### config.mk
export PLATFORM = sky130hd
export DESIGN_NAME = rx_gain_agc_squelch_rssi
export DESIGN_NICKNAME = d
export VERILOG_FILES = /design/src/inc/rx_gain_pkg.sv /design/src/rtl/rx_gain_agc_squelch_rssi.sv
export SDC_FILE = /design/constraint.sdc
export NUM_CORES = 1
export LEC_CHECK = 0
export BUFFER_PORTS_ARGS = -buffer_cell sky130_fd_sc_hd__clkbuf_2
export CORE_MARGIN = 8
export CORE_UTILIZATION = 40
export CTS_BUF_LIST = sky130_fd_sc_hd__clkbuf_16
export DETAILED_ROUTE_END_ITERATION = 12
export GPL_TIMING_DRIVEN = 0
export REMOVE_ABC_BUFFERS = 1
export SETUP_SLACK_MARGIN = 0.1
export SYNTH_ARGS = -nofsm -noshare
export SYNTH_HDL_FRONTEND = slang
export SYNTH_SLANG_ARGS = --single-unit
### constraint.sdc
create_clock -name clk_i -period 3.34 [get_ports clk_i]
set_input_delay 1.002 -clock clk_i [delete_from_list [all_inputs] [get_ports clk_i]]
set_output_delay 1.002 -clock clk_i [all_outputs]
set_load 0.02 [all_outputs]
### src/inc/rx_gain_pkg.sv
`default_nettype none
package rx_gain_pkg;
   // clock and timing
   localparam int CLK_PERIOD_PS     = 10000;
   localparam int SQ_DELAY_PS       = 18880000;
   localparam int SQ_DELAY_CYC      = (SQ_DELAY_PS + CLK_PERIOD_PS - 1) / CLK_PERIOD_PS;
   localparam int SQ_PERIOD_US      = 50;
   localparam int SQ_PERIOD_CYC     = SQ_PERIOD_US * 1000000 / CLK_PERIOD_PS;
   // register byte offsets
   localparam logic [7:0] OFS_FILTER  = 8'h00;
   localparam logic [7:0] OFS_FIRST   = 8'h04;
   localparam logic [7:0] OFS_LOOP    = 8'h08;
   localparam logic [7:0] OFS_MANUAL  = 8'h0C;
   localparam logic [7:0] OFS_SQTIMER = 8'h10;
   localparam logic [7:0] OFS_STATE   = 8'h14;
   localparam logic [7:0] OFS_STRENGTH= 8'h18;
   localparam logic [7:0] OFS_CMD     = 8'h1C;
   // loop configuration field positions
   localparam int LOOP_SQ_EN    = 0;
   localparam int LOOP_SQ_RATIO = 1;
   localparam int LOOP_AGC_EN   = 2;
   localparam int LOOP_AGC_MODE = 3;
   localparam int LOOP_AGC_ALG  = 4;
   localparam int LOOP_AGC_RAT  = 5;
   localparam int LOOP_RX_EN    = 6;
   // command bits
   localparam int CMD_RESET_GAIN = 0;
   localparam int CMD_CLEAR_STR  = 1;
   // filter and first-stage field positions
   localparam int FLT_LP_LSB = 4;
   localparam int FIRST_BOOST = 3;
   // reset values
   localparam logic [7:0] FILTER_RST = 8'h00;
   localparam logic [3:0] FIRST_RST  = 4'h6;
   localparam logic [6:0] LOOP_RST   = 7'h00;
   localparam logic [3:0] MANUAL_RST = 4'h0;
   localparam logic [7:0] SQTIMER_RST= 8'h00;
   // gain ladder
   localparam logic [3:0] STATE_MAX    = 4'hA;
   localparam logic [3:0] WINDOW_STEPS = 4'h4;
   localparam logic [3:0] STRENGTH_MAX = 4'hD;
   localparam logic [3:0] SQ_TRANS_LIM = 4'h2;
   localparam logic [3:0] AGC_PULSES   = 4'h8;
   // low-pass cut-off
   typedef enum logic [2:0] {LP_1200K, LP_600K, LP_300K, LP_2M, LP_7M, LP_NONE} lowpass_t;
   // first/third zero
   typedef enum logic [2:0] {FZ_60K, FZ_40K, FZ_12K, FZ_600K, FZ_NONE} first_zero_t;
   typedef enum logic [1:0] {TZ_400K, TZ_200K, TZ_80K, TZ_NONE} third_zero_t;
endpackage
`default_nettype wire

### src/rtl/rx_gain_agc_squelch_rssi.sv
// Contract
// (RL1) first stage: six 2.5 dB reduction steps plus 5.5 dB boost option
// (RL2) first-stage gain only changes by register write; reset selects minimum gain
// (RL3) low-pass code 000/001/010/100/110 gives 1200k/600k/300k/2M/7M, others unused
// (RL4) four shared zero bits fix first and third stage zero together
// (RL5) stage two/three gain drops from 23 dB in six 3 dB steps, loop or manual
// (RL6) reset-gain command clears squelch gain and loads manual setting
// (RL7) digitizer window has five 3 dB settings, loop-adjusted or manual
// (RL8) eleven gain states: four window steps then six gain steps
// (RL9) loops start from manual setting; readable state shows actual gain
// (RL10) squelch starts 18.88 us after transmit end, stops at mask timer match
// (RL11) squelch ratio bit picks main digitizer or six-times window comparator
// (RL12) more than two transitions in 50 us drops gain one step, repeated
// (RL13) auto gain runs while receiver-on high; falling edge captures state
// (RL14) auto gain steps down while ratio-3 or ratio-6 comparator toggles
// (RL15) mode bit: whole reception or only first eight subcarrier pulses
// (RL16) algorithm bit: preset start at maximum window, or reset start
// (RL17) strength restarts at rise, peak-holds while high, freezes low, resets on reduction
// (RL18) strength is 4 bits, 2.8 dB per step, maximum code Dh
// (RL19) clear-strength command zeroes held strength and restarts measurement
// (RL20) receiver powered only while the receiver enable bit is one
// (RL21) gain state saturates at maximum reduction and never below initial state
//
// Implementation choices: the address map and register access over Wishbone.
`timescale 1ns/1ps
`default_nettype none
module rx_gain_agc_squelch_rssi #(
   parameter int SQ_PERIOD = rx_gain_pkg::SQ_PERIOD_CYC
) (
   // clock and reset
   input  wire logic       clk_i,
   input  wire logic       rst_i,
   // wishbone slave
   input  wire logic       cyc_i,
   input  wire logic       stb_i,
   input  wire logic       we_i,
   input  wire logic [7:0] adr_i,
   input  wire logic [3:0] sel_i,
   input  wire logic [31:0] dat_i,
   output logic [31:0]     dat_o,
   output logic            ack_o,
   // receive chain events
   input  wire logic       rx_on_i,
   input  wire logic       tx_end_i,
   input  wire logic [7:0] receive_mask_timer_i,
   input  wire logic       dig_main_i,
   input  wire logic       dig_win6_i,
   input  wire logic       dig_agc3_i,
   input  wire logic       dig_agc6_i,
   input  wire logic       subcarrier_pulse_i,
   input  wire logic [3:0] strength_a_i,
   input  wire logic [3:0] strength_b_i,
   // analog settings
   output logic            rx_power_o,
   output logic [2:0]      lowpass_o,
   output logic [2:0]      first_zero_o,
   output logic [1:0]      third_zero_o,
   output logic [2:0]      first_red_o,
   output logic            first_boost_o,
   output logic [2:0]      window_step_o,
   output logic [2:0]      stage23_red_o,
   output logic            squelch_active_o
);
   localparam int PW = $clog2(SQ_PERIOD + 1);
   localparam int DW = $clog2(rx_gain_pkg::SQ_DELAY_CYC + 1);
   localparam logic [DW-1:0] DELAY_LAST = DW'(rx_gain_pkg::SQ_DELAY_CYC - 1);
   localparam logic [PW-1:0] PERIOD_LAST = PW'(SQ_PERIOD - 1);

   logic [7:0]  filter_reg;
   logic [3:0]  first_reg;
   logic [6:0]  loop_reg;
   logic [3:0]  manual_reg;
   logic [7:0]  sqtimer_reg;
   logic [3:0]  state_reg;
   logic [3:0]  base_reg;
   logic [3:0]  captured_reg;
   logic [3:0]  str_reg [2];
   logic        ack_reg;
   logic [31:0] dat_reg;
   logic        rx_on_q_reg;
   logic        sq_wait_reg;
   logic        sq_on_reg;
   logic [DW-1:0] sq_dly_reg;
   logic [PW-1:0] sq_per_reg;
   logic [3:0]  sq_trans_reg;
   logic        sq_cmp_q_reg;
   logic        agc_cmp_q_reg;
   logic        pulse_q_reg;
   logic [3:0]  pulses_reg;

   // bus decode
   wire         req        = cyc_i & stb_i;
   wire         wr_fire    = req & we_i & ack_reg;
   wire         sel_lo     = sel_i[0];
   wire         wr_filter  = wr_fire & sel_lo & (adr_i == rx_gain_pkg::OFS_FILTER);
   wire         wr_first   = wr_fire & sel_lo & (adr_i == rx_gain_pkg::OFS_FIRST);
   wire         wr_loop    = wr_fire & sel_lo & (adr_i == rx_gain_pkg::OFS_LOOP);
   wire         wr_manual  = wr_fire & sel_lo & (adr_i == rx_gain_pkg::OFS_MANUAL);
   wire         wr_sqtimer = wr_fire & sel_lo & (adr_i == rx_gain_pkg::OFS_SQTIMER);
   wire         wr_cmd     = wr_fire & sel_lo & (adr_i == rx_gain_pkg::OFS_CMD);
   wire         cmd_reset  = wr_cmd & dat_i[rx_gain_pkg::CMD_RESET_GAIN];
   wire         cmd_clear  = wr_cmd & dat_i[rx_gain_pkg::CMD_CLEAR_STR];

   logic [31:0] rd_mux;
   always_comb begin
      unique case (adr_i)
         rx_gain_pkg::OFS_FILTER:   rd_mux = {24'h000000, filter_reg};
         rx_gain_pkg::OFS_FIRST:    rd_mux = {28'h0000000, first_reg};
         rx_gain_pkg::OFS_LOOP:     rd_mux = {25'h0000000, loop_reg};
         rx_gain_pkg::OFS_MANUAL:   rd_mux = {28'h0000000, manual_reg};
         rx_gain_pkg::OFS_SQTIMER:  rd_mux = {24'h000000, sqtimer_reg};
         rx_gain_pkg::OFS_STATE:    rd_mux = {28'h0000000, captured_reg};
         rx_gain_pkg::OFS_STRENGTH: rd_mux = {24'h000000, str_reg[1], str_reg[0]};
         default:                   rd_mux = 32'h00000000;
      endcase
   end

   // one wait state; unmapped addresses ack with zero data
   always_ff @(posedge clk_i) begin
      if (rst_i) begin
         ack_reg <= 1'b0;
         dat_reg <= 32'h00000000;
      end else begin
         ack_reg <= req & ~ack_reg;
         dat_reg <= rd_mux;
      end
   end
   assign ack_o = ack_reg;
   assign dat_o = dat_reg;

   // configuration registers
   always_ff @(posedge clk_i) begin
      if (rst_i) begin
         filter_reg  <= rx_gain_pkg::FILTER_RST;
         first_reg   <= rx_gain_pkg::FIRST_RST;        // see RL2
         loop_reg    <= rx_gain_pkg::LOOP_RST;
         manual_reg  <= rx_gain_pkg::MANUAL_RST;
         sqtimer_reg <= rx_gain_pkg::SQTIMER_RST;
      end else begin
         if (wr_filter)  filter_reg  <= dat_i[7:0];
         if (wr_first)   first_reg   <= dat_i[3:0];    // see RL2
         if (wr_loop)    loop_reg    <= dat_i[6:0];
         if (wr_manual)  manual_reg  <= (dat_i[3:0] > rx_gain_pkg::STATE_MAX) ?
                                        rx_gain_pkg::STATE_MAX : dat_i[3:0];
         if (wr_sqtimer) sqtimer_reg <= dat_i[7:0];
      end
   end

   wire sq_en    = loop_reg[rx_gain_pkg::LOOP_SQ_EN];
   wire sq_ratio = loop_reg[rx_gain_pkg::LOOP_SQ_RATIO];
   wire agc_en   = loop_reg[rx_gain_pkg::LOOP_AGC_EN];
   wire agc_mode = loop_reg[rx_gain_pkg::LOOP_AGC_MODE];
   wire agc_alg  = loop_reg[rx_gain_pkg::LOOP_AGC_ALG];
   wire agc_rat  = loop_reg[rx_gain_pkg::LOOP_AGC_RAT];
   wire rx_en    = loop_reg[rx_gain_pkg::LOOP_RX_EN];

   assign rx_power_o = rx_en;                          // see RL20
   // a receiver-on window without power is meaningless
   wire rx_on   = rx_on_i & rx_en;                     // see RL20
   wire rx_rise = rx_on & ~rx_on_q_reg;
   wire rx_fall = ~rx_on & rx_on_q_reg;

   // filter decode: zero bits [3:0], low-pass select in [6:4]
   wire [2:0] lp_code   = filter_reg[rx_gain_pkg::FLT_LP_LSB +: 3];
   wire [3:0] zero_code = filter_reg[3:0];
   always_comb begin
      unique case (lp_code)                            // see RL3
         3'h0:    lowpass_o = rx_gain_pkg::LP_1200K;
         3'h1:    lowpass_o = rx_gain_pkg::LP_600K;
         3'h2:    lowpass_o = rx_gain_pkg::LP_300K;
         3'h4:    lowpass_o = rx_gain_pkg::LP_2M;
         3'h6:    lowpass_o = rx_gain_pkg::LP_7M;
         default: lowpass_o = rx_gain_pkg::LP_NONE;
      endcase
      unique case (zero_code)                          // see RL4
         4'h0:    {first_zero_o, third_zero_o} = {rx_gain_pkg::FZ_60K, rx_gain_pkg::TZ_400K};
         4'h4:    {first_zero_o, third_zero_o} = {rx_gain_pkg::FZ_60K, rx_gain_pkg::TZ_200K};
         4'h2:    {first_zero_o, third_zero_o} = {rx_gain_pkg::FZ_40K, rx_gain_pkg::TZ_80K};
         4'h1:    {first_zero_o, third_zero_o} = {rx_gain_pkg::FZ_40K, rx_gain_pkg::TZ_200K};
         4'h3:    {first_zero_o, third_zero_o} = {rx_gain_pkg::FZ_12K, rx_gain_pkg::TZ_80K};
         4'h5:    {first_zero_o, third_zero_o} = {rx_gain_pkg::FZ_12K, rx_gain_pkg::TZ_200K};
         4'h8:    {first_zero_o, third_zero_o} = {rx_gain_pkg::FZ_600K, rx_gain_pkg::TZ_400K};
         4'hC:    {first_zero_o, third_zero_o} = {rx_gain_pkg::FZ_600K, rx_gain_pkg::TZ_200K};
         default: {first_zero_o, third_zero_o} = {rx_gain_pkg::FZ_NONE, rx_gain_pkg::TZ_NONE};
      endcase
   end

   // first stage: reduction 0..6 steps of 2.5 dB, boost adds 5.5 dB
   assign first_red_o   = (first_reg[2:0] > 3'h6) ? 3'h6 : first_reg[2:0];      // see RL1
   assign first_boost_o = first_reg[rx_gain_pkg::FIRST_BOOST];                   // see RL1

   // ladder mapping: window widens first, then stage two/three gain drops
   assign window_step_o = (state_reg > rx_gain_pkg::WINDOW_STEPS) ?
                          3'h4 : state_reg[2:0];                                 // see RL7 RL8
   assign stage23_red_o = (state_reg > rx_gain_pkg::WINDOW_STEPS) ?
                          3'(state_reg - rx_gain_pkg::WINDOW_STEPS) : 3'h0;      // see RL5
   assign squelch_active_o = sq_on_reg;

   // squelch window
   wire sq_cmp     = sq_ratio ? dig_win6_i : dig_main_i;                          // see RL11
   wire sq_edge    = sq_on_reg & (sq_cmp ^ sq_cmp_q_reg);
   wire sq_end     = sq_on_reg & (receive_mask_timer_i >= sqtimer_reg);           // see RL10
   wire sq_per_end = sq_on_reg & (sq_per_reg == PERIOD_LAST);
   wire at_max     = (state_reg == rx_gain_pkg::STATE_MAX);
   wire sq_step    = sq_per_end & (sq_trans_reg > rx_gain_pkg::SQ_TRANS_LIM) & ~at_max; // see RL12

   always_ff @(posedge clk_i) begin
      if (rst_i) begin
         sq_wait_reg  <= 1'b0;
         sq_on_reg    <= 1'b0;
         sq_dly_reg   <= '0;
         sq_per_reg   <= '0;
         sq_trans_reg <= 4'h0;
         sq_cmp_q_reg <= 1'b0;
      end else begin
         sq_cmp_q_reg <= sq_cmp;
         if (tx_end_i & sq_en) begin                                              // see RL10
            sq_wait_reg <= 1'b1;
            sq_on_reg   <= 1'b0;
            sq_dly_reg  <= '0;
         end else if (sq_wait_reg) begin
            sq_dly_reg <= sq_dly_reg + 1'b1;
            if (sq_dly_reg == DELAY_LAST) begin
               sq_wait_reg <= 1'b0;
               sq_on_reg   <= 1'b1;
            end
         end else if (sq_end | ~sq_en) begin
            sq_on_reg <= 1'b0;
         end
         if (~sq_on_reg | sq_per_end) begin
            sq_per_reg   <= '0;
            sq_trans_reg <= 4'h0;
         end else begin
            sq_per_reg <= sq_per_reg + 1'b1;
            if (sq_edge & (sq_trans_reg != 4'hF)) sq_trans_reg <= sq_trans_reg + 1'b1;
         end
      end
   end

   // auto gain: any toggle on the ratio-3 or ratio-6 comparator picked by agc_rat drops one step
   wire agc_cmp    = agc_rat ? dig_agc6_i : dig_agc3_i;                           // see RL14
   wire pulse_rise = subcarrier_pulse_i & ~pulse_q_reg;
   wire agc_window = agc_mode | (pulses_reg < rx_gain_pkg::AGC_PULSES);           // see RL15
   wire agc_run    = agc_en & rx_on & rx_on_q_reg & agc_window;                   // see RL13
   wire agc_step   = agc_run & (agc_cmp ^ agc_cmp_q_reg) & ~at_max;               // see RL14
   wire [3:0] preset_state = (base_reg < rx_gain_pkg::WINDOW_STEPS) ?
                             rx_gain_pkg::WINDOW_STEPS : base_reg;

   always_ff @(posedge clk_i) begin
      if (rst_i) begin
         rx_on_q_reg   <= 1'b0;
         agc_cmp_q_reg <= 1'b0;
         pulse_q_reg   <= 1'b0;
         pulses_reg    <= 4'h0;
      end else begin
         rx_on_q_reg   <= rx_on;
         agc_cmp_q_reg <= agc_cmp;
         pulse_q_reg   <= subcarrier_pulse_i;
         if (~rx_on)
            pulses_reg <= 4'h0;
         else if (pulse_rise & (pulses_reg < rx_gain_pkg::AGC_PULSES))
            pulses_reg <= pulses_reg + 1'b1;
      end
   end

   // gain state: base holds manual start plus squelch result
   always_ff @(posedge clk_i) begin
      if (rst_i) begin
         state_reg    <= rx_gain_pkg::MANUAL_RST;
         base_reg     <= rx_gain_pkg::MANUAL_RST;
         captured_reg <= rx_gain_pkg::MANUAL_RST;
      end else begin
         if (cmd_reset) begin                                                     // see RL6
            state_reg <= manual_reg;                                              // see RL9
            base_reg  <= manual_reg;
         end else if (sq_step) begin
            state_reg <= state_reg + 1'b1;                                        // see RL12
            base_reg  <= state_reg + 1'b1;
         end else if (rx_rise & agc_en & agc_alg) begin
            state_reg <= preset_state;                                            // see RL16
         end else if (rx_fall) begin
            state_reg <= base_reg;                                                // see RL13
         end else if (agc_step) begin
            state_reg <= state_reg + 1'b1;                                        // see RL21
         end
         if (rx_fall) captured_reg <= state_reg;                                  // see RL13
      end
   end

   // peak-hold strength per channel
   wire [3:0] str_in [2];
   assign str_in[0] = strength_a_i;
   assign str_in[1] = strength_b_i;
   for (genvar ch = 0; ch < 2; ch++) begin : g_str
      wire [3:0] clip = (str_in[ch] > rx_gain_pkg::STRENGTH_MAX) ?
                        rx_gain_pkg::STRENGTH_MAX : str_in[ch];                   // see RL18
      always_ff @(posedge clk_i) begin
         if (rst_i | cmd_reset | cmd_clear | rx_rise | agc_step)                  // see RL19
            str_reg[ch] <= 4'h0;                                                  // see RL17
         else if (rx_on & (clip > str_reg[ch]))
            str_reg[ch] <= clip;                                                  // see RL17
      end
   end

   // checks
   state_max_a: assert property (@(posedge clk_i) disable iff (rst_i)        // see RL21
      (state_reg <= rx_gain_pkg::STATE_MAX)) else $error("gain state beyond max");
   ladder_map_a: assert property (@(posedge clk_i) disable iff (rst_i)       // see RL8
      (state_reg > 4'h4) |-> (window_step_o == 3'h4 && stage23_red_o == 3'(state_reg - 4'h4)))
      else $error("ladder mapping wrong");
   reset_cmd_a: assert property (@(posedge clk_i) disable iff (rst_i)        // see RL6
      cmd_reset |=> (state_reg == $past(manual_reg))) else $error("reset gain not loaded");
   first_write_a: assert property (@(posedge clk_i) disable iff (rst_i)      // see RL2
      !wr_first |=> $stable(first_reg)) else $error("first gain changed without write");
   capture_fall_a: assert property (@(posedge clk_i) disable iff (rst_i)     // see RL13
      rx_fall |=> (captured_reg == $past(state_reg))) else $error("state not captured");
   sq_start_a: assert property (@(posedge clk_i) disable iff (rst_i)         // see RL10
      (tx_end_i && sq_en) |=> !sq_on_reg [*8]) else $error("squelch started too early");
   sq_step_a: assert property (@(posedge clk_i) disable iff (rst_i)          // see RL12
      (sq_per_end && sq_trans_reg <= 4'h2) |=> (state_reg == $past(state_reg) || $past(cmd_reset)
      || $past(rx_fall) || $past(rx_rise) || $past(agc_step)))
      else $error("squelch stepped on quiet period");
   str_clear_a: assert property (@(posedge clk_i) disable iff (rst_i)        // see RL19
      (cmd_clear || agc_step) |=> (str_reg[0] == 4'h0 && str_reg[1] == 4'h0))
      else $error("strength not cleared");
   str_freeze_a: assert property (@(posedge clk_i) disable iff (rst_i)       // see RL17
      (!rx_on && !rx_on_q_reg && !cmd_clear && !cmd_reset) |=> $stable(str_reg[0]))
      else $error("strength moved while receiver off");
   str_max_a: assert property (@(posedge clk_i) disable iff (rst_i)          // see RL18
      str_reg[0] <= 4'hD && str_reg[1] <= 4'hD) else $error("strength above max code");
   power_a: assert property (@(posedge clk_i) disable iff (rst_i)            // see RL20
      !rx_power_o |=> !rx_on_q_reg) else $error("receiver on without power");
   cover_sq_step_c: cover property (@(posedge clk_i) disable iff (rst_i) sq_step);
   cover_agc_step_c: cover property (@(posedge clk_i) disable iff (rst_i) agc_step ##1 agc_step);
   cover_capture_c: cover property (@(posedge clk_i) disable iff (rst_i)
      rx_rise ##[1:200] rx_fall);
   cover_max_c: cover property (@(posedge clk_i) disable iff (rst_i) at_max);
endmodule
`default_nettype wire

# Word level (Yosys, flattened, before mapping)

Memories as Yosys holds them, arrays and structs flattened. A register that Yosys moved wholly into a read port is not among the register bits.
Cells that the tools add are included.

Memory bits (writable): 8
Memories kept: 2
Register bits after elaboration: 114
ROM bits: 80
Word-level logic and storage cells: 152

Add/sub/neg operators: 6
Bitwise logic cells: 52
Order comparisons: 11
Reductions and logical operators: 9
Muxes and demuxes: 36
Equality and inequality tests: 16

Memory list:

| memory           | depth | width | read ports | clocked after Yosys merged registers in | write ports | RTL line                        | RTL |
|---|---|---|---|---|---|---|---|
| (name not given) | 16    | 5     | 1          | 1                                       | 0           | rx_gain_agc_squelch_rssi.sv:175 | `unique case (zero_code)` |
| str_reg          | 2     | 4     | 2          | 0                                       | 2           | rx_gain_agc_squelch_rssi.sv:77  | `logic [3:0] str_reg [2];` |

Operator list:

| cell                                           | number |
|---|---|
| two-way mux 4 bit                              | 15 |
| case mux 8 bit (7 select lines)                | 1 |
| AND 1 bit                                      | 34 |
| == test 8 x 5 -> 1 bit (second input constant) | 4 |
| == test 8 x 4 -> 1 bit (second input constant) | 2 |
| two-way mux 1 bit                              | 16 |
| case mux 3 bit (5 select lines)                | 1 |
| adder 13 x 1 -> 13 bit (second input constant) | 1 |
| == test 13 bit (second input constant)         | 1 |
| adder 4 x 1 -> 4 bit (second input constant)   | 3 |
| > comparator 4 bit (second input constant)     | 3 |
| adder 11 x 1 -> 11 bit (second input constant) | 1 |
| == test 11 bit (second input constant)         | 1 |
| two-way mux 3 bit                              | 3 |
| bitwise OR 1 bit                               | 9 |
| == test 8 x 3 -> 1 bit (second input constant) | 1 |
| greater-or-equal comparator 8 bit              | 1 |
| > comparator 4 bit                             | 2 |
| zero test 8 bit                                | 1 |
| inverter 1 bit                                 | 7 |
| == test 3 bit (second input constant)          | 2 |
| OR reduction 2 bit                             | 3 |
| nonzero test 5 bit                             | 1 |
| == test 4 bit (second input constant)          | 1 |
| other kinds (14)                               | 16 |

# Depth between registers and ports, before layout

Word-level depth: 13
Mapped depth: 9

# Worst setup path after synthesis

OpenSTA, ideal clock, no wires.

Kind: input port to flip-flop
Start point: input adr_i[3]
End point: register, netlist name first_zero_o[1]
Arrival: 3.221 ns
Data required time: 3.266 ns
Path buffers: 1
Slack: 0.045 ns
Stages on the path: 9
Setup time: 0.074 ns
Cell sequence: buf_4 > or4b_4 > nor4_4 > mux2i_1 > nor2_1 > inv_1 > ha_1 > or3b_1 > a31oi_1

Longest elaborated chain between the ends: 4

Ends and longest elaborated chain:

| what                                            | RTL line                       | RTL |
|---|---|---|
| start, declared                                 | rx_gain_agc_squelch_rssi.sv:37 | `input wire logic [7:0] adr_i,` |
| zero test 8 bit                                 | rx_gain_agc_squelch_rssi.sv:95 | `wire wr_filter = wr_fire & sel_lo & (adr_i == rx_gain_pkg::OFS_FILTER);` |
| AND 1 bit                                       | rx_gain_agc_squelch_rssi.sv:95 |  |
| two-way mux 4 bit (no source line) (2 in a row) | -                              |  |

No other way between the ends.
A chain may end at the register's enable or synchronous reset.

# Final worst setup path

Start point: input adr_i[4]
End point: register, netlist name first_zero_o[1]

Longest elaborated chain between the ends: 4

Ends and longest elaborated chain:

| what                                            | RTL line |
|---|---|
| zero test 8 bit                                 | rx_gain_agc_squelch_rssi.sv:95 |
| AND 1 bit                                       | rx_gain_agc_squelch_rssi.sv:95 |
| two-way mux 4 bit (no source line) (2 in a row) | - |

No other way between the ends.

==> flow_summary.toml <==
[run_status]
status = "finished, final reports clean"

[power]
powerDensity_nw_per_um2 = 390
ir_drop_uv = 195
p_leak_nw = 2.57

[grt]
grt_max_degree = 52
grt_usage_pct = 14.5
grt_pass1_wl_um = 20900
overflow = 0
grt_pass1_vias = 4202
antenna_found_initial = 0

[hold_path]
min_path_type = "flop to flop"

[critical_path]
crit_path_start_kind = "input pin"
crit_type = "input pin to flop"
cp.required_ns = 3.62
arrival_ns = 3.42
crit_path_end_kind = "flop"
crit_path_top_delay_cell = "or4b_4"
critPathMaxStageDelay_ns = 0.53
path_max_fanout = 15
worstPathCellList = "clkbuf_4 > or4b_4 > nor4_4 > buf_4 > mux2i_2 > nor2_2 > inv_2 > ha_2 > or3b_1 > a31oi_1"

[clocking]
cts_root_buffer = "clkbuf_16"
clk_path_buf_depth = 2
ctsHoldBuffers = 0
clk_pin_slew_ns = 0.07
cts_tree = "yes"
cts.sinks = 103
clk_latency_ns = 0.35
cts_buffers = 9
h-tree-depth = 3

[sta]
hold_violations = 0
setup_viol = 0
slew_viol_final = 0
fin_crit_sh_pct = 93.9
period_minus_slack_ns = 3.14
grt_setup_unrepaired = "no"
fin_skew_ns = 0.0101
max_slew_margin_pct = 26.5
worst_slew_pin_slew_ns = 1.10
fmax_ghz = 0.319

[routing]
dr.pass1.iters = 4
drt-wirelength-per-cell_um = 15.2
final_antenna_net_count = 0
drt-initial-drc-count = 286
remaining_drc_errors = 0
vias = 4322
wirelength_um = 12900
via_per_inst = 5.08

[flow_run]
timing.max_cap.violations = 0

[logic_synthesis]
synth_top_area_share_pct = 35.0
ys_types = 65
synth_most_common_cell = "dfxtp_1"
ys_warn_count = 0
syn-cell-area_um2 = 5440
synth_flop_cell = "dfxtp_1"
synth_top_cells_by_count = "95 x dfxtp_1, 82 x nor2_1, 45 x nand2_1, 42 x mux2i_1, 39 x inv_1"
ys_seq_elements = 103
postSynthCellCount = 605
synth-seq-area-share_pct = 39.4
ys_top_cells_by_area = "dfxtp_1 35%, mux2i_1 7.7%, ha_1 6.4%, nor2_1 5.7%, edfxtp_1 4.4%"
synth.avg_cell_area_um2 = 8.99
async_flop_share_pct = 0
synth_edf_count = 8
yosysTopAreaCell = "dfxtp_1"

[finish]
area_growth_pct = 13.7
final_nets = 770
final_cells = 851
largest_reg_flops = 13
multi_input_area_um2 = 2990
final_cell_area_um2 = 6190
n_fill_cell = 1287
drive_gt1_share_pct = 17.5
regArea_um2 = 2140
antenna_cells = 0

[floorplan]
ioPinCount = 125
die_w_um = 133
rows = 42
fp.dieArea_um2 = 17600
initial_utilization_pct = 41.1
fp.dieH_um = 133
core_area_um2 = 13200

[place]
io_buffers = 73
postPlaceCellArea_um2 = 5850
dp_cells = 831
dpl.hpwl_um = 9980
place_congestion = 0.856
==> cell families (layout without fill, tap and decap cells) <==
group | after synthesis | after routing | synth area share [%]
AND/OR/NAND/NOR | 222 | 222 | 20.4
flip-flops | 103 | 103 | 39.4
buffers and inverters | 86 | 133 | 7.70
AO/OA/AOI/OAI | 84 | 84 | 10.1
multiplexers | 50 | 50 | 10.8
XOR/XNOR | 30 | 30 | 4.83
adder cells (fa/ha/maj) | 29 | 29 | 6.62
other | 1 | 24 | 0.0689
==> worst max-delay path, delay by kind of cell <==
family / cells / cell delay, ns
buffers and inverters: 3 / 0.55
adders and majority gates: 1 / 0.19
AOI/OAI and AO/OA: 1 / 0.16
and+or+nand+nor: 4 / 1.25
muxes: 1 / 0.27
==> metal layers <==
layer / part of all wire (%) / track usage (%) / wire, um
met1: 45 / 16.9 / 5830
met2: 47 / 24.7 / 6110
met3: 6.4 / 5.30 / 831
met4: 1.0 / 3.97 / 129
met5: 0 / 0 / 0
==> timing repair <==
item,4_1_cts,5_1_grt
endpoints found under the setup margin,8,4
resized for setup,4,6
setup buffers,2,2
pin swaps,1,0
==> where the power goes <==
part / internal [W] / switching [W]
sequential: 0.00125 / 0.00000360
combinational: 0.0000549 / 0.000104
clock: 0.000514 / 0.000488
total: 0.00182 / 0.000596
==> per-stage QoR <==
stage               TNS, ns  util (%)  hold WS (ns)  setup WS (ns)  power [W]
floorplan             -2.66         -         0.413         -0.380    0.00136
global placement     -13.35      44.1         0.423          -1.28    0.00143
detailed placement    -6.75      44.2         0.433         -0.640    0.00144
CTS                       0      46.5         0.443          0.106    0.00244
global route              0      46.7         0.467         0.0999    0.00251
finish                    0      46.7         0.436          0.204    0.00241
==> worst paths after layout <==
kind / from / end / slack, ns / cells past startpoint
setup / recovery: adr_i[4] / first_zero_o[1]$_DFF_P_ / 0.20 / 10
hold / removal: sq_per_reg[0]$_SDFF_PP0_ / sq_per_reg[0]$_SDFF_PP0_ / 0.44 / 1
setup reg to reg: ack_o$_SDFF_PP0_ / first_zero_o[1]$_DFF_P_ / 0.74 / 9
hold reg to reg: sq_per_reg[0]$_SDFF_PP0_ / sq_per_reg[0]$_SDFF_PP0_ / 0.44 / 1
==> cell type report <==
type                            instances  share of cell area [%]
Timing Repair Buffer                   78                    6.63
Clock buffer                            9                    3.64
Tap cell                              176                    3.56
Multi-Input combinational cell        439                    48.3
Sequential cell                       103                    34.6
Clock inverter                          7                   0.850
Inverter                               39                    2.37
==> cell usage in the layout (no fill, tap or decap), drive strengths merged, types with 7 or more instances in the layout <==
cell,instances
and3,8
nor2,82
and2,8
o21ai,17
buf,7
mux4,7
xor2,16
nand3,15
edfxtp,8
clkbuf,80
dfxtp,95
nor2b,12
nand2,45
xnor2,14
mux2i,42
nor3,9
inv,43
conb,24
a21oi,22
nand4,12
ha,28
Power figures use the tool's default switching activity.
